===== config.mk =====
export PLATFORM = sky130hd
export DESIGN_NAME = failsafe_off_init_controller
export DESIGN_NICKNAME = d
export VERILOG_FILES = /design/src/failsafe_pkg.sv /design/src/failsafe_off_init_controller.sv
export VERILOG_INCLUDE_DIRS = /design/src
export SDC_FILE = /design/constraint.sdc
export NUM_CORES = 1
export LEC_CHECK = 0
export BUFFER_PORTS_ARGS = -buffer_cell sky130_fd_sc_hd__buf_2
export CORE_ASPECT_RATIO = 0.5
export CORE_MARGIN = 2
export CORE_UTILIZATION = 45
export CTS_CLUSTER_DIAMETER = 100
export CTS_CLUSTER_SIZE = 30
export DETAILED_ROUTE_END_ITERATION = 8
export PLACE_DENSITY_LB_ADDON = 0.2
export SYNTH_ARGS = -nofsm -noshare
export SYNTH_HDL_FRONTEND = slang
export SYNTH_SLANG_ARGS = --single-unit

===== constraint.sdc =====
create_clock -name clk -period 3.8 [get_ports clk]
set_input_delay 0 -clock clk [delete_from_list [all_inputs] [get_ports clk]]
set_output_delay 0 -clock clk [all_outputs]
set_load 0.1 [all_outputs]

===== src/failsafe_consts.svh =====
// What this block does
// - Boost overvoltage persisting 72-80us forces OFF
// - Seventeen separate cause latches incl. listed ones
// - Latches set entering OFF or on rejected wake, cleared on battery loss or copy
// - After POR and download copy latches, clear
// - Restart inhibit kept over resets, cleared by battery loss or clear command
// - Inhibit set by command with data 0xAA or regulator overvoltage
// - Inhibit cleared by command with data 0x55
// - Inhibit already set at an OFF condition: restart needs wake low then high
// - INIT clock/overvoltage fault: hold POR, timeout flag
// - Clean INIT moves to RESET on POR release
// - Clock fault or overvoltage after POR forces OFF
// - Six states: four operating, two nonoperating
// - Leave-diagnostic bit 0, timeout mask bit 1
// - RESET to SAFE keeps fault counter unchanged
// - RESET conditions outrank SAFE; SAFE after RESET clears
// - Shutdown command or any OFF condition enters OFF
// - Wake proceeds only with supply ok, no overtemperature
// - OFF drives reset and enable outputs low
// - Wake deglitched over DEGLITCH_CYC low-power clock ticks, 6500 by default
`ifndef FAILSAFE_CONSTS_SVH
`define FAILSAFE_CONSTS_SVH
`define CLK_MHZ 50
`define BOOST_OV_MIN_NS 72000
`define BOOST_OV_CYC ((`BOOST_OV_MIN_NS * `CLK_MHZ + 999) / 1000)
`define WAKE_DEGLITCH_NS 130000
`define WAKE_DEGLITCH_CYC ((`WAKE_DEGLITCH_NS * `CLK_MHZ) / 1000)
`define STARTUP_TO_CYC 20000
`define DOWNLOAD_CYC 16
`define ADDR_CTRL 12'h000
`define ADDR_STATUS 12'h004
`define ADDR_OFF_CAUSE 12'h008
`define ADDR_SAFETY_CHECK 12'h00c
`define ADDR_CMD 12'h010
`define ADDR_FAULT_CNT 12'h014
`define CMD_SET_INHIBIT 8'h01
`define CMD_CLR_INHIBIT 8'h02
`define CMD_SHUTDOWN 8'h03
`define DATA_SET_INHIBIT 8'haa
`define DATA_CLR_INHIBIT 8'h55
`define BIT_LEAVE_DIAG 0
`define BIT_DIAG_MASK 1
`define CAUSE_CLK 1
`define CAUSE_RST_TO 2
`define CAUSE_BOOST_OV 11
`define CAUSE_VREG_UV 12
`define CAUSE_VREG_OV 13
`define CAUSE_SUPPLY_OVERVOLTAGE_FLAG 14
`define CAUSE_DEV_ERR 15
`define CAUSE_STARTUP_TO 16
`define CAUSE_VIN_UV 0
`define CAUSE_EEPROM 3
`define CAUSE_OVERTEMP 4
`define NUM_CAUSES 17
`endif


===== src/failsafe_pkg.sv =====
package failsafe_pkg;
  typedef enum logic [5:0] {
    ST_OFF = 6'h01,
    ST_INIT = 6'h02,
    ST_RESET = 6'h04,
    ST_DIAG = 6'h08,
    ST_ACTIVE = 6'h10,
    ST_SAFE = 6'h20
  } fs_state_t;

  typedef struct packed {
    logic clockFault;
    logic vinOv;
    logic vinUv;
    logic overTemp;
    logic boostOv;
    logic vregUv;
    logic vregOv;
    logic devErrDown;
    logic eepromCrcErr;
    logic resetTimeout;
    logic resetCond;
    logic safeCond;
    logic diagDone;
  } fault_in_t;
endpackage


===== src/failsafe_off_init_controller.sv =====
`include "failsafe_consts.svh"

module failsafe_off_init_controller
  import failsafe_pkg::*;
#(
  parameter int STARTUP_TO_CYC = `STARTUP_TO_CYC,
  parameter int DEGLITCH_CYC = `WAKE_DEGLITCH_CYC
)
(
  // Clock and reset
  input wire logic clk,
  input wire logic rst,
  // Supply and pins
  input wire logic batteryPresent,
  input wire logic wakePin,
  input wire logic lpTick,
  input wire fault_in_t faultIn,
  input wire logic downloadDone,
  // APB slave
  input wire logic psel,
  input wire logic penable,
  input wire logic pwrite,
  input wire logic [11:0] paddr,
  input wire logic [31:0] pwdata,
  output logic [31:0] prdata,
  output logic pready,
  output logic pslverr,
  // Device outputs
  output logic internalPorN,
  output logic systemResetOutN,
  output logic enableDriveIrqOut,
  output logic [5:0] stateOut
);

  // ---------------------------------------------------------------
  // Input synchronisers
  // ---------------------------------------------------------------
  logic [1:0] wakeSync_q;
  logic [1:0] battSync_q;
  logic [1:0] tickSync_q;
  logic tickPrev_q;
  fault_in_t fMeta_q;
  fault_in_t f_q;

  always_ff @(posedge clk)
  begin
    wakeSync_q <= {wakeSync_q[0], wakePin};
    battSync_q <= {battSync_q[0], batteryPresent};
    tickSync_q <= {tickSync_q[0], lpTick};
    tickPrev_q <= tickSync_q[1];
  end

  always_ff @(posedge clk)
  begin
    fMeta_q <= faultIn;
    f_q <= fMeta_q;
  end

  logic wake;
  logic batt;
  logic lpEn;
  assign wake = wakeSync_q[1];
  assign batt = battSync_q[1];
  assign lpEn = tickSync_q[1] & ~tickPrev_q;

  function automatic logic hit(input logic [11:0] a, input logic [11:0] b);
    hit = (a == b);
  endfunction

  function automatic logic isMapped(input logic [11:0] a);
    isMapped = hit(a, `ADDR_CTRL) || hit(a, `ADDR_STATUS) || hit(a, `ADDR_OFF_CAUSE)
      || hit(a, `ADDR_SAFETY_CHECK) || hit(a, `ADDR_CMD) || hit(a, `ADDR_FAULT_CNT);
  endfunction

  function automatic logic isOperating(input fs_state_t s);
    isOperating = (s != ST_OFF) && (s != ST_INIT);
  endfunction

  // ---------------------------------------------------------------
  // State and working registers
  // ---------------------------------------------------------------
  fs_state_t state_q;
  fs_state_t state_d;
  logic [16:0] causeLatch_q;
  logic [16:0] offCause_q;
  logic inhibit_q;
  logic armed_q;
  logic wakeLatch_q;
  logic [15:0] deglitch_q;
  logic [31:0] initTimer_q;
  logic [11:0] boostCnt_q;
  logic copied_q;
  logic [1:0] safetyCheck_q;
  logic [3:0] faultCnt_q;
  logic shutdownCmd;
  logic setInhibitCmd;
  logic clrInhibitCmd;
  logic boostPersist;
  logic offCond;
  logic [16:0] offCauses;
  logic initFault;
  logic startupTo;
  logic apbWr;
  logic wakeReject;
  logic copyNow;

  assign apbWr = psel & penable & pwrite & pready;
  assign shutdownCmd = apbWr & hit(paddr, `ADDR_CMD) & (pwdata[15:8] == `CMD_SHUTDOWN);
  assign setInhibitCmd = apbWr & hit(paddr, `ADDR_CMD) & (pwdata[15:8] == `CMD_SET_INHIBIT)
    & (pwdata[7:0] == `DATA_SET_INHIBIT);
  assign clrInhibitCmd = apbWr & hit(paddr, `ADDR_CMD) & (pwdata[15:8] == `CMD_CLR_INHIBIT)
    & (pwdata[7:0] == `DATA_CLR_INHIBIT);

  // ---------------------------------------------------------------
  // Boost overvoltage persistence
  // ---------------------------------------------------------------
  always_ff @(posedge clk)
  begin
    if (rst || !f_q.boostOv || state_q == ST_OFF)
      boostCnt_q <= 12'h000;
    else if (!boostPersist)
      boostCnt_q <= boostCnt_q + 12'h001;
  end
  assign boostPersist = (boostCnt_q >= 12'(`BOOST_OV_CYC - 1));

  // ---------------------------------------------------------------
  // Global OFF conditions with cause vector
  // ---------------------------------------------------------------
  always_comb
  begin
    offCauses = '0;
    offCauses[`CAUSE_BOOST_OV] = boostPersist;
    offCauses[`CAUSE_VREG_UV] = f_q.vregUv;
    offCauses[`CAUSE_VREG_OV] = f_q.vregOv;
    offCauses[`CAUSE_DEV_ERR] = f_q.devErrDown;
    offCauses[`CAUSE_RST_TO] = f_q.resetTimeout;
    offCauses[`CAUSE_EEPROM] = f_q.eepromCrcErr;
    if (isOperating(state_q))
    begin
      offCauses[`CAUSE_CLK] = f_q.clockFault;
      offCauses[`CAUSE_SUPPLY_OVERVOLTAGE_FLAG] = f_q.vinOv;
    end
  end
  assign offCond = (state_q != ST_OFF) && (|offCauses || shutdownCmd);
  assign initFault = f_q.clockFault | f_q.vinOv;
  assign startupTo = (state_q == ST_INIT) && (initTimer_q >= 32'(STARTUP_TO_CYC - 1));

  // ---------------------------------------------------------------
  // Supply check after a filtered wake
  // ---------------------------------------------------------------
  // Rejected wake drops the latch and restarts the filter
  assign wakeReject = (state_q == ST_OFF) && wakeLatch_q
    && (f_q.vinUv || f_q.overTemp);

  // ---------------------------------------------------------------
  // Wake deglitch and wake latch
  // ---------------------------------------------------------------
  always_ff @(posedge clk)
  begin
    if (rst || !wake || state_q != ST_OFF || wakeReject)
      deglitch_q <= 16'h0000;
    else if (lpEn && deglitch_q != 16'(DEGLITCH_CYC))
      deglitch_q <= deglitch_q + 16'h0001;
  end

  always_ff @(posedge clk)
  begin
    if (rst)
      armed_q <= 1'b1;
    else if (!wake)
      armed_q <= 1'b1;
    else if (offCond && inhibit_q)
      armed_q <= 1'b0;
  end

  always_ff @(posedge clk)
  begin
    if (rst || offCond || state_q == ST_INIT || wakeReject)
      wakeLatch_q <= 1'b0;
    else if (state_q == ST_OFF && deglitch_q == 16'(DEGLITCH_CYC) && armed_q)
      wakeLatch_q <= 1'b1;
  end

  // ---------------------------------------------------------------
  // Restart inhibit, held across resets unless battery lost
  // ---------------------------------------------------------------
  always_ff @(posedge clk)
  begin
    if (!batt)
      inhibit_q <= 1'b0;
    else if (setInhibitCmd || f_q.vregOv)
      inhibit_q <= 1'b1;
    else if (clrInhibitCmd)
      inhibit_q <= 1'b0;
  end

  // ---------------------------------------------------------------
  // Cause retention latches
  // ---------------------------------------------------------------
  always_ff @(posedge clk)
  begin
    if (!batt)
      causeLatch_q <= '0;
    else if (offCond)
      causeLatch_q <= causeLatch_q | offCauses;
    else if (startupTo)
      causeLatch_q[`CAUSE_STARTUP_TO] <= 1'b1;
    else if (wakeReject)
    begin
      causeLatch_q[`CAUSE_VIN_UV] <= causeLatch_q[`CAUSE_VIN_UV] | f_q.vinUv;
      causeLatch_q[`CAUSE_OVERTEMP] <= causeLatch_q[`CAUSE_OVERTEMP] | f_q.overTemp;
    end
    else if (copyNow)
      causeLatch_q <= '0;
  end

  // ---------------------------------------------------------------
  // Copy into status after POR release and download
  // ---------------------------------------------------------------
  assign copyNow = (state_q == ST_RESET) && internalPorN && downloadDone && !copied_q;

  always_ff @(posedge clk)
  begin
    if (rst)
      offCause_q <= '0;
    else if (copyNow)
      offCause_q <= causeLatch_q;
  end

  always_ff @(posedge clk)
  begin
    if (rst || state_q == ST_OFF)
      copied_q <= 1'b0;
    else if (copyNow)
      copied_q <= 1'b1;
  end

  // ---------------------------------------------------------------
  // Start-up timeout
  // ---------------------------------------------------------------
  always_ff @(posedge clk)
  begin
    if (rst || state_q != ST_INIT)
      initTimer_q <= '0;
    else if (!startupTo)
      initTimer_q <= initTimer_q + 32'h1;
  end

  // ---------------------------------------------------------------
  // State machine
  // ---------------------------------------------------------------
  always_comb
  begin
    state_d = state_q;
    case (state_q)
      ST_OFF:
        if (wakeLatch_q && !f_q.vinUv && !f_q.overTemp)
          state_d = ST_INIT;
      ST_INIT:
        if (startupTo)
          state_d = ST_OFF;
        else if (!initFault)
          state_d = ST_RESET;
      ST_RESET:
        if (!f_q.resetCond && copied_q)
          state_d = f_q.safeCond ? ST_SAFE : ST_DIAG;
      ST_DIAG:
        if (f_q.resetCond)
          state_d = ST_RESET;
        else if (safetyCheck_q[`BIT_LEAVE_DIAG])
          state_d = ST_ACTIVE;
        else if (f_q.safeCond || (f_q.diagDone && !safetyCheck_q[`BIT_DIAG_MASK]))
          state_d = ST_SAFE;
      ST_ACTIVE, ST_SAFE:
        if (f_q.resetCond)
          state_d = ST_RESET;
        else if (f_q.safeCond)
          state_d = ST_SAFE;
      default:
        state_d = ST_OFF;
    endcase
    if (offCond)
      state_d = ST_OFF;
  end

  always_ff @(posedge clk)
  begin
    if (rst)
      state_q <= ST_OFF;
    else
      state_q <= state_d;
  end

  always_ff @(posedge clk)
  begin
    if (rst)
      faultCnt_q <= 4'h0;
    else if (state_q != ST_RESET && state_q != ST_SAFE && state_d == ST_SAFE)
      faultCnt_q <= faultCnt_q + 4'h1;
  end

  always_ff @(posedge clk)
  begin
    if (rst || state_q == ST_RESET)
      safetyCheck_q <= 2'b00;
    else if (apbWr && hit(paddr, `ADDR_SAFETY_CHECK))
      safetyCheck_q <= pwdata[1:0];
  end

  // ---------------------------------------------------------------
  // Outputs
  // ---------------------------------------------------------------
  always_ff @(posedge clk)
  begin
    if (rst)
      internalPorN <= 1'b0;
    else
      internalPorN <= (state_d != ST_OFF) && !(state_d == ST_INIT && initFault);
  end

  always_ff @(posedge clk)
  begin
    if (rst)
      systemResetOutN <= 1'b0;
    else
      systemResetOutN <= (state_d == ST_DIAG) || (state_d == ST_ACTIVE)
        || (state_d == ST_SAFE);
  end

  always_ff @(posedge clk)
  begin
    if (rst)
      enableDriveIrqOut <= 1'b0;
    else
      enableDriveIrqOut <= (state_d == ST_ACTIVE);
  end

  always_ff @(posedge clk)
  begin
    if (rst)
      stateOut <= 6'(ST_OFF);
    else
      stateOut <= 6'(state_d);
  end

  // ---------------------------------------------------------------
  // APB read path
  // ---------------------------------------------------------------
  always_ff @(posedge clk)
  begin
    if (rst)
      pready <= 1'b0;
    else
      pready <= psel & ~penable;
  end

  always_ff @(posedge clk)
  begin
    if (rst)
      pslverr <= 1'b0;
    else
      pslverr <= psel & ~penable & ~isMapped(paddr);
  end

  always_ff @(posedge clk)
  begin
    if (rst || !(psel && !penable))
      prdata <= '0;
    else
      case (paddr)
        `ADDR_STATUS: prdata <= {23'h0, inhibit_q, wakeLatch_q, 1'b0, 6'(state_q)};
        `ADDR_OFF_CAUSE: prdata <= {15'h0, offCause_q};
        `ADDR_SAFETY_CHECK: prdata <= {30'h0, safetyCheck_q};
        `ADDR_FAULT_CNT: prdata <= {28'h0, faultCnt_q};
        default: prdata <= '0;
      endcase
  end

endmodule


# Yosys cells after proc, flatten, opt, wreduce, memory -nomap -nowiden
# Cells that the tools add are included.
# Widths: inputs -> output; s select.
# op_classes
multipliers	0
div	0
n_shift	0
n_mux	25
n_eq_ne	30
n_lt_le_gt_ge	2
reduce_logical	66
n_bitwise	20
add_sub_neg	4
# op_table
operator	n
$pmux 17 s4	1
$mux 6	11
$mux 17	2
$add 32x1->32 const B	1
$ge 32x15->1 const B	1
$pmux 6 s5	1
$eq 12x4->1 const B	2
$eq 12x5->1 const B	2
$logic_or 1x1->1	23
$logic_and 1x1->1	22
$or 17x16->17	1
$add 16x1->16 const B	1
$eq 16x13->1 const B	1
$eq 8x2->1 const B	2
$mux 16	1
$ne 16x13->1 const B	1
$add 12x1->12 const B	1
$and 1x1->1	12
$eq 12x3->1 const B	1
$eq 6x2->1 const B	2
$eq 6x4->1 const B	2
$eq 6x5->1 const B	2
$eq 6x6->1 const B	2
$ge 12x12->1 const B	1
other kinds (25)	51
# word_totals
n_memories	0
latchBits	0
inputBits	66
ramBits	0
rom_bits	0
wordCells	197
out_inout_bits	43
reg_bits	180

# Logic depth before layout (Yosys ltp)
# Gate-level depths: netlist of the first run.
# depth
word_depth	12
depth_mapped	9
ltp_nobuf	8

# Worst setup path after synthesis of the first run
# Ideal clock, no wire load.
# synth_timing
path_kind	flip-flop to flip-flop
start	register stateOut[0] (netlist name)
end	register faultCnt_q[3]
n_path_buf	1
arrival_ns	2.824
period_less_slack_ns	2.894
path_slack_ns	0.906
setup_ns	0.070
stages_incl_launch_ff	8
cell_sequence	dfxtp_1 -> buf_2 -> xor2_1 -> nand3_2 -> a2111o_1 -> o21a_1 -> or4_1 -> a21oi_1
# synth_rtl
element	line	source
to (signal assigned)	failsafe_off_init_controller.sv:299	faultCnt_q <= faultCnt_q + 4'h1;
to (decl)	failsafe_off_init_controller.sv:94	logic [3:0] faultCnt_q;

==> flow_metrics.env, run 1 <==
export IMPL_outcome="completed"
export IMPL_comb_power_share_pct=4.7
export IMPL_worst_path_buf_inv=0
export IMPL_ios=109
export IMPL_crit_arrival_ns=2.94
export IMPL_cp_slowest_stage_delay_ns=0.60
export IMPL_rr_endpoint="causeLatch_q[2]"
export IMPL_ir_drop_mv=0.2149
export IMPL_tns_ns=0
export IMPL_area_delta_synth_final_pct=21.38
export IMPL_finalMaxSlewViolations=0
export IMPL_worst_pin_slew_ns=0.8613
export IMPL_synth_top_area_share_pct=50.64
export IMPL_yosysUniqueCellTypes=53
export IMPL_final_util_pct=56.57
export IMPL_max_freq_mhz=375.6
export IMPL_powerDensity_mw_per_mm2=484.7
export IMPL_crit_family="compound AO/OA/AOI/OAI gates"
export IMPL_cts_tree="done"
export IMPL_htreeDepth=4
export IMPL_fp_coreArea_mm2=0.01281
export IMPL_syn_inst=661
export IMPL_fin_crit_sh_pct=70.05
export IMPL_via_per_inst=5.209
export IMPL_yosys_warnings=0
export IMPL_cts_buffer_depth=2
export IMPL_final_layout_size_suffix_gt1_share_pct=15.38
export IMPL_synth_edf_count=0
export IMPL_routed_wl_um=13140
export IMPL_rr_startpoint="stateOut[1]"
export IMPL_crit_start="stateOut[1]"
export IMPL_cp_start_kind="register"
export IMPL_wl_per_cell_um=14.01
export IMPL_port_buffers=77
export IMPL_dp_hpwl_um=8991
export IMPL_pwr_share_clk_pct=49.3
export IMPL_ctsRootBufferMaster="clkbuf_16"
export IMPL_synth_main_ff_cell="dfxtp_1"
export IMPL_yosysSeqAreaShare_pct=50.64
export IMPL_nNetsFinal=825
export IMPL_r2r_cells=6
export IMPL_finalPower_uw=3512
export IMPL_ys_ff_latch=151
export IMPL_crit_slowest_cell="dfxtp_1"
export IMPL_p_leak_uw=0.002751
export IMPL_n_fill_cell=1154
export IMPL_stdcell_area_mm2=0.007246
export IMPL_layout_commonest_cell="dfxtp_1"
export IMPL_grt_first_pass_wirelength_um=22050
export IMPL_hold_viol=0
export IMPL_ff2ff_setup_slack_ns=1.14
export IMPL_track_usage_pct=19.11
export IMPL_period_minus_slack_ns=2.662
export IMPL_p_sw_uw=860.8
export IMPL_hold_ws_ns=0.004934
export IMPL_critPathRequiredTime_ns=4.08
export IMPL_firstDrtPassIters=5
export IMPL_final_cell_mix="dfxtp_1 (151), buf_2 (77), nor2_1 (62)"
export IMPL_synth_area_top_cells="dfxtp_1 (51%), nor2_1 (3.9%), nand2_1 (3.8%)"
export IMPL_syn_area_mm2=0.005969
export IMPL_critPathMaxFanout=16
export IMPL_finalSetupViolCount=0
export IMPL_cp_endpoint="causeLatch_q[2]"
export IMPL_synth_top_cell_by_area="dfxtp_1"
export IMPL_path_depth=6
export IMPL_drt_iter0_drc=266
export IMPL_p_seq_share_pct=46.1
export IMPL_cp_cell_sequence="xor2_1, nand3_2, a2111o_1, o21a_1, nor2_1, o21ai_0"
export IMPL_postSynthAreaPerCell_um2=9.031
export IMPL_start_util_pct=46.61
export IMPL_place_area_mm2=0.006396
export IMPL_end_kind="register"
export IMPL_relSlewSlack_pct=42.36
export IMPL_fin_skew_ns=0.01388
export IMPL_ys_async_sr_fraction_pct=0
export IMPL_die_area_mm2=0.01426
export IMPL_rsz0062_at_grt="false"
export IMPL_grt_overflow_total=0
export IMPL_num_vias=4886
export IMPL_grt_max_degree=37
export IMPL_crit_type="register to register"
export IMPL_cts_sinks=151
export IMPL_cts_buffers=17
export IMPL_gp_congestion=0.8233
export IMPL_antenna_found_initial=1
export IMPL_drc=0
export IMPL_ant_nets=0
export IMPL_clock_latency_ns=0.43
export IMPL_die_h_um=85.44
export IMPL_rows=29
export IMPL_dieWidth_um=166.9
export IMPL_p_sw_share_pct=24.51
export IMPL_path_clk_slew_ns=0.07
export IMPL_internal_power_uw=2651
export IMPL_maxCapViolCount=0
export IMPL_worstHoldPathType="input port to register"
export IMPL_cts_setup_buffers=0
export IMPL_grt_pass1_vias=4629
## worst register-to-register path: cells and delay by family (launching register included)
family / cells / cell delay (ns)
simple gates: 2 / 0.71
flops: 1 / 0.60
xor+xnor: 1 / 0.22
compound gates: 3 / 0.99
## cell usage after synthesis, types with 4 or more instances
cell	count
a21oi_1	41
a31oi_1	5
and2_1	21
and3_1	13
buf_2	5
buf_4	18
clkbuf_1	18
dfxtp_1	151
ha_1	5
inv_1	17
mux2i_1	8
nand2_1	61
nand3_1	35
nand3b_1	7
nand4_1	18
nor2_1	62
nor2b_1	8
nor3_1	18
nor3b_1	5
nor4_1	14
nor4b_1	4
o21a_1	7
o21ai_0	23
o31ai_1	8
or3_1	13
or4_1	11
xnor2_1	14
xor2_1	13
## how the worst min path moves through the flow
stage                    end  depth (start not counted)            from
4_1_cts               pready                          3            psel
2_1_floorplan  battSync_q[0]                          0  batteryPresent
3_5_place_dp      fMeta_q[0]                          1      faultIn[0]
5_1_grt               pready                          3            psel
3_3_place_gp      fMeta_q[0]                          1      faultIn[0]
6_report              pready                          3            psel
## power by group through the flow
stage	sequential, µW	clock (µW)	combinational [µW]
2_1_floorplan	1660	0	116
3_3_place_gp	1650	0	145
3_5_place_dp	1650	0	146
4_1_cts	1620	1760	164
5_1_grt	1620	1840	174
6_report	1620	1730	164
## through the flow
step,setup slack (ns),std cells
global placement,1.168,882
CTS,1.120,937
floorplan,0.9060,676
global route,0.8867,937
detailed placement,1.136,882
finish,1.138,938
## per-layer routing
layer | part of all wire, % | up-vias | global-route usage, %
met5 | 0 | - | 0
met4 | 1.1 | 0 | 6.270
met3 | 6.7 | 13 | 5.877
met2 | 45 | 143 | 30.64
met1 | 47 | 2235 | 24.82
li1 | - | 2495 | -
## final cells by class
| cell class | count | area, µm² | share of cell area (%) |
|---|---|---|---|
| Inverter | 17 | 63.81 | 0.8807 |
| Multi-Input combinational cell | 466 | 2704 | 37.32 |
| Tap cell | 170 | 212.7 | 2.936 |
| Clock buffer | 18 | 429.2 | 5.923 |
| Timing Repair Buffer | 101 | 623.1 | 8.600 |
| Clock inverter | 14 | 187.7 | 2.590 |
| Sequential cell | 151 | 3023 | 41.72 |
| Antenna cell | 1 | 2.502 | 0.03454 |
## cells by family after synthesis
| logic type | share of synthesized area [%] |
|---|---|
| AO/OA/AOI/OAI | 10.67 |
| XOR/XNOR | 3.961 |
| adder cells (fa/ha/maj) | 1.048 |
| buffers and inverters | 5.072 |
| flip-flops | 50.64 |
| multiplexers | 1.719 |
| other | 0.06282 |
| AND/OR/NAND/NOR | 26.83 |
## what timing repair did
action	CTS	global route
resized for setup	0	0
hold endpoints to repair	25	0
hold buffers	23	0
## sequential cells by signal, indices dropped and copies added (netlist names), 4 cells and up
name          count
initTimer_q      32
deglitch_q       16
prdata           15
fMeta_q          13
f_q              13
boostCnt_q       12
causeLatch_q     11
offCause_q       11
stateOut          6
faultCnt_q        4
Power figures use the tool's default switching activity.
==> inputs of run 2 (changes only) <==
Clock period 3.8 ns to 2.3 ns, I/O delays scaled along.
==> run 2 against run 1 <==
Net effect:
- fmax grew 19%
- worst setup slack lost 1.1 ns
- flip-flop and latch count is the same
- largest power group unchanged
==> flow_metrics.env, run 2 (synthesized netlist as in run 1, its figures left out) <==
export IMPL_outcome="completed"
export IMPL_antenna_cells=0
export IMPL_drt_iter0_drc=333
export IMPL_cts_buffer_depth=2
export IMPL_firstDrtPassIters=4
export IMPL_critPathRequiredTime_ns=2.65
export IMPL_final_util_pct=58.69
export IMPL_area_delta_synth_final_pct=25.93
export IMPL_crit_type="register to register"
export IMPL_p_leak_uw=0.002903
export IMPL_place_area_mm2=0.006598
export IMPL_fin_skew_ns=0.01013
export IMPL_track_usage_pct=19.65
export IMPL_finalMaxSlewViolations=0
export IMPL_final_cell_mix="dfxtp_1 (144), buf_2 (77), nor2_1 (62)"
export IMPL_dp_hpwl_um=9419
export IMPL_maxCapViolCount=0
export IMPL_finalPower_uw=5788
export IMPL_grt_overflow_total=0
export IMPL_wl_per_cell_um=14.24
export IMPL_grt_max_degree=26
export IMPL_die_area_mm2=0.01426
export IMPL_ant_nets=0
export IMPL_critPathMaxFanout=6
export IMPL_rows=29
export IMPL_drc=0
export IMPL_final_layout_size_suffix_gt1_share_pct=20.58
export IMPL_powerDensity_mw_per_mm2=770.0
export IMPL_crit_arrival_ns=2.58
export IMPL_cts_tree="done"
export IMPL_pwr_share_clk_pct=49.1
export IMPL_ir_drop_mv=0.5018
export IMPL_dp_slack_ns=0.1141
export IMPL_ios=109
export IMPL_n_fill_cell=1087
export IMPL_ctsRootBufferMaster="clkbuf_16"
export IMPL_worst_pin_slew_ns=0.6520
export IMPL_antenna_found_initial=0
export IMPL_worstHoldPathType="input port to register"
export IMPL_via_per_inst=5.278
export IMPL_cts_sinks=151
export IMPL_p_sw_share_pct=24.46
export IMPL_layout_commonest_cell="dfxtp_1"
export IMPL_gp_congestion=0.8529
export IMPL_hold_viol=0
export IMPL_relSlewSlack_pct=56.47
export IMPL_routed_wl_um=13700
export IMPL_max_freq_mhz=447.8
export IMPL_finalSetupViolCount=0
export IMPL_htreeDepth=4
export IMPL_port_buffers=77
export IMPL_grt_pass1_vias=4756
export IMPL_cp_start_kind="register"
export IMPL_p_seq_share_pct=46.1
export IMPL_ff2ff_setup_slack_ns=0.07
export IMPL_period_minus_slack_ns=2.233
export IMPL_num_vias=5077
export IMPL_internal_power_uw=4373
export IMPL_fin_crit_sh_pct=97.10
export IMPL_fp_coreArea_mm2=0.01281
export IMPL_path_clk_slew_ns=0.07
export IMPL_largestRegisters="initTimer_q (32), deglitch_q (16), prdata (15)"
export IMPL_grt_first_pass_wirelength_um=22540
export IMPL_dieWidth_um=166.9
export IMPL_layout_setup_ws_ns=0.06667
export IMPL_cts_buffers=17
export IMPL_stdcell_area_mm2=0.007517
export IMPL_largest_reg_flops=32
export IMPL_p_sw_uw=1416
export IMPL_clock_latency_ns=0.42
export IMPL_end_kind="register"
export IMPL_tns_ns=0
export IMPL_die_h_um=85.44
export IMPL_start_util_pct=46.61
export IMPL_top_register="initTimer_q"
export IMPL_nNetsFinal=850
export IMPL_comb_power_share_pct=4.9
==> run 2: area by class of cell <==
cell class                 count  area (µm²)  area share [%]
multi-input combinational    466        2776           36.93
inverter                      17       63.81          0.8489
sequential                   151        3044           40.50
timing repair buffer         126       815.8           10.85
clock inverter                15       178.9           2.380
clock buffer                  17       425.4           5.659
tap                          170       212.7           2.830
==> run 2: repair_timing <==
| item | in CTS | in global routing |
|---|---|---|
| buffers inserted | 0 | 2 |
| resized for setup | 0 | 14 |
| hold buffers | 22 | 0 |
| endpoints found under the setup margin | 0 | 18 |
| hold endpoints to repair | 25 | 0 |
==> run 2: critical path, cell delays in order, from the launching register on <==
cell      delay, ns
dfxtp_1        0.35
nor3_1         0.33
a31oi_2        0.18
a2111o_1       0.39
o21a_1         0.25
or4_1          0.51
a21oi_1        0.15
==> run 2: per-layer routing <==
metal,share of wire [%],track usage [%]
met1,48,24.93
met4,0.93,6.348
met5,0,0
met3,5.6,5.224
met2,46,33.00
==> run 2: path summary, 6_finish.rpt <==
path,end,startpoint,cells past startpoint
setup / recovery,faultCnt_q[3],boostCnt_q[6],6
hold / removal,pready,psel,3
setup reg to reg,faultCnt_q[3],boostCnt_q[6],6
hold reg to reg,f_q[6],fMeta_q[6],0
==> run 2: power by group through the flow <==
stage          Clock [µW]  Combinational (µW)  Sequential, µW
2_1_floorplan           0                 191            2730
5_1_grt              3030                 297            2670
6_report             2840                 282            2670
3_5_place_dp            0                 252            2730
3_3_place_gp            0                 250            2720
4_1_cts              2890                 280            2670
==> run 2: through the flow <==
stage          hold slack (ns)  instances
2_1_floorplan          0.02772        676
3_3_place_gp            0.1035        906
3_5_place_dp            0.1036        906
4_1_cts               0.002757        960
5_1_grt                0.04866        962
6_report               0.02728        962
==> inputs of run 3 (changes only) <==
Settings changed: CORE_UTILIZATION 45 to 30.
==> run 3 against run 2 <==
Net effect:
- clock power is 4% lower
- non-clock buffer count is 18 higher
- first-iteration DRC count is 23% lower
- via count is 1.2% lower
- clock-buffer cell count is 1 higher
- clock skew is 0.0017 ns lower
- critical path type unchanged
- highest routed layer unchanged
==> flow_metrics.env, run 3 (synthesized netlist as in run 1, its figures left out) <==
export IMPL_place_area_mm2=0.006828
export IMPL_dp_slack_ns=-0.07440
export IMPL_wl_met2_um=6447
export IMPL_hold_ws_ns=0.02086
export IMPL_clock_latency_ns=0.42
export IMPL_num_vias=5018
export IMPL_relSlewSlack_pct=53.45
export IMPL_top_register="initTimer_q"
export IMPL_antenna_found_initial=0
export IMPL_grt_pass1_vias=4732
export IMPL_start_util_pct=30.61
export IMPL_final_layout_size_suffix_gt1_share_pct=22.96
export IMPL_cts_buffer_depth=2
export IMPL_p_leak_uw=0.003000
export IMPL_crit_type="register to register"
export IMPL_cts_buffers=17
export IMPL_area_delta_synth_final_pct=30.52
export IMPL_crit_slowest_cell="or4_1"
export IMPL_powerDensity_mw_per_mm2=729.0
export IMPL_outcome="completed"
export IMPL_ctsRootBufferMaster="clkbuf_16"
export IMPL_grt_overflow_total=0
export IMPL_crit_arrival_ns=2.53
export IMPL_worstHoldPathType="input port to register"
export IMPL_grt_max_degree=24
export IMPL_largestRegisters="initTimer_q (32), deglitch_q (16), prdata (15)"
export IMPL_cp_cell_sequence="ha_1, nand3_2, a31oi_2, a2111o_1, o21a_2, or4_1, a21oi_1"
export IMPL_die_area_mm2=0.02111
export IMPL_period_minus_slack_ns=2.173
export IMPL_routed_top_layer="met4"
export IMPL_gp_congestion=0.8047
export IMPL_ios=109
export IMPL_largest_reg_flops=32
export IMPL_finalPower_uw=5679
export IMPL_maxCapViolCount=0
export IMPL_critPathMaxFanout=6
export IMPL_antenna_cells=0
export IMPL_via_per_inst=4.664
export IMPL_track_usage_pct=13.99
export IMPL_hold_viol=0
export IMPL_max_freq_mhz=460.2
export IMPL_fp_coreArea_mm2=0.01950
export IMPL_firstDrtPassIters=5
export IMPL_dieWidth_um=203.5
export IMPL_stdcell_area_mm2=0.007791
export IMPL_rows=36
export IMPL_wl_per_cell_um=13.37
export IMPL_cts_sinks=151
export IMPL_layout_commonest_cell="dfxtp_1"
export IMPL_die_h_um=103.7
export IMPL_nNetsFinal=868
export IMPL_finalMaxSlewViolations=0
export IMPL_grt_first_pass_wirelength_um=23530
export IMPL_path_clk_slew_ns=0.06
export IMPL_cts_tree="done"
export IMPL_port_buffers=77
export IMPL_rsz0062_at_grt="true"
export IMPL_drt_iter0_drc=256
export IMPL_cp_start_kind="register"
export IMPL_worst_pin_slew_ns=0.6973
export IMPL_routed_wl_met3_um=615
export IMPL_dp_hpwl_um=10250
export IMPL_fin_crit_sh_pct=94.47
export IMPL_cp_slowest_stage_delay_ns=0.51
export IMPL_crit_family="compound AO/OA/AOI/OAI gates"
export IMPL_finalSetupViolCount=0
export IMPL_layout_setup_ws_ns=0.1271
export IMPL_end_kind="register"
export IMPL_fin_skew_ns=0.008442
export IMPL_ir_drop_mv=0.4096
export IMPL_m1WireLength_um=7177
export IMPL_drc=0
export IMPL_final_cell_mix="dfxtp_1 (144), buf_2 (78), nor2_1 (61), nand2_1 (61), buf_4 (38)"
export IMPL_htreeDepth=4
export IMPL_ant_nets=0
export IMPL_worst_path_buf_inv=0
export IMPL_critPathRequiredTime_ns=2.66
export IMPL_routed_wl_um=14390
run 3: cell type report:
type | instances | area (µm²)
flip-flops and latches | 151 | 3044
inverters | 17 | 63.81
multi-input cells | 466 | 2804
clock buffers | 18 | 439.2
repair buffers | 144 | 968.4
well taps | 266 | 332.8
fillers | 1948 | 11710
clock inverters | 14 | 138.9
run 3: worst min-delay path: stages:
cell and delay (ns):
buf_2 0.07, nor2_1 0.04, and3_1 0.17, a21oi_1 0.12
run 3: routing by layer:
| layer | vias up | GRT usage [%] |
|---|---|---|
| met5 | - | 0 |
| li1 | 2576 | - |
| met2 | 104 | 22.01 |
| met3 | 14 | 4.059 |
| met4 | 0 | 4.484 |
| met1 | 2324 | 18.43 |
run 3: stage by stage:
stage                     TNS (ns)  cells  utilization [%]
after floorplan           -0.01287    676                -
after global placement           0   1015            35.01
after detailed placement   -0.4596   1015            35.01
after CTS                        0   1072            39.27
after global routing      -0.01642   1076            39.95
final                            0   1076            39.95
run 3: where the power goes:
group	internal (µW)	switching, µW
logic	87.2	202
registers	2640	21.8
clock network	1550	1170
total	4280	1400
run 3: final timing paths:
check	start	endpoint	slack, ns	depth (start not counted)
min	paddr[6]	pslverr	0.02	4
min reg2reg	battSync_q[0]	battSync_q[1]	0.32	0
max	boostCnt_q[0]	faultCnt_q[3]	0.13	7
max reg2reg	boostCnt_q[0]	faultCnt_q[3]	0.13	7
run 3: timing repair:
item                                   CTS  global route
setup buffers                            0             3
gates resized for setup                  1            22
hold buffers                            25             0
endpoints found under the hold margin   28             0
setup endpoints to repair                9            19
pin swaps                                0             5
cloned                                   0             1
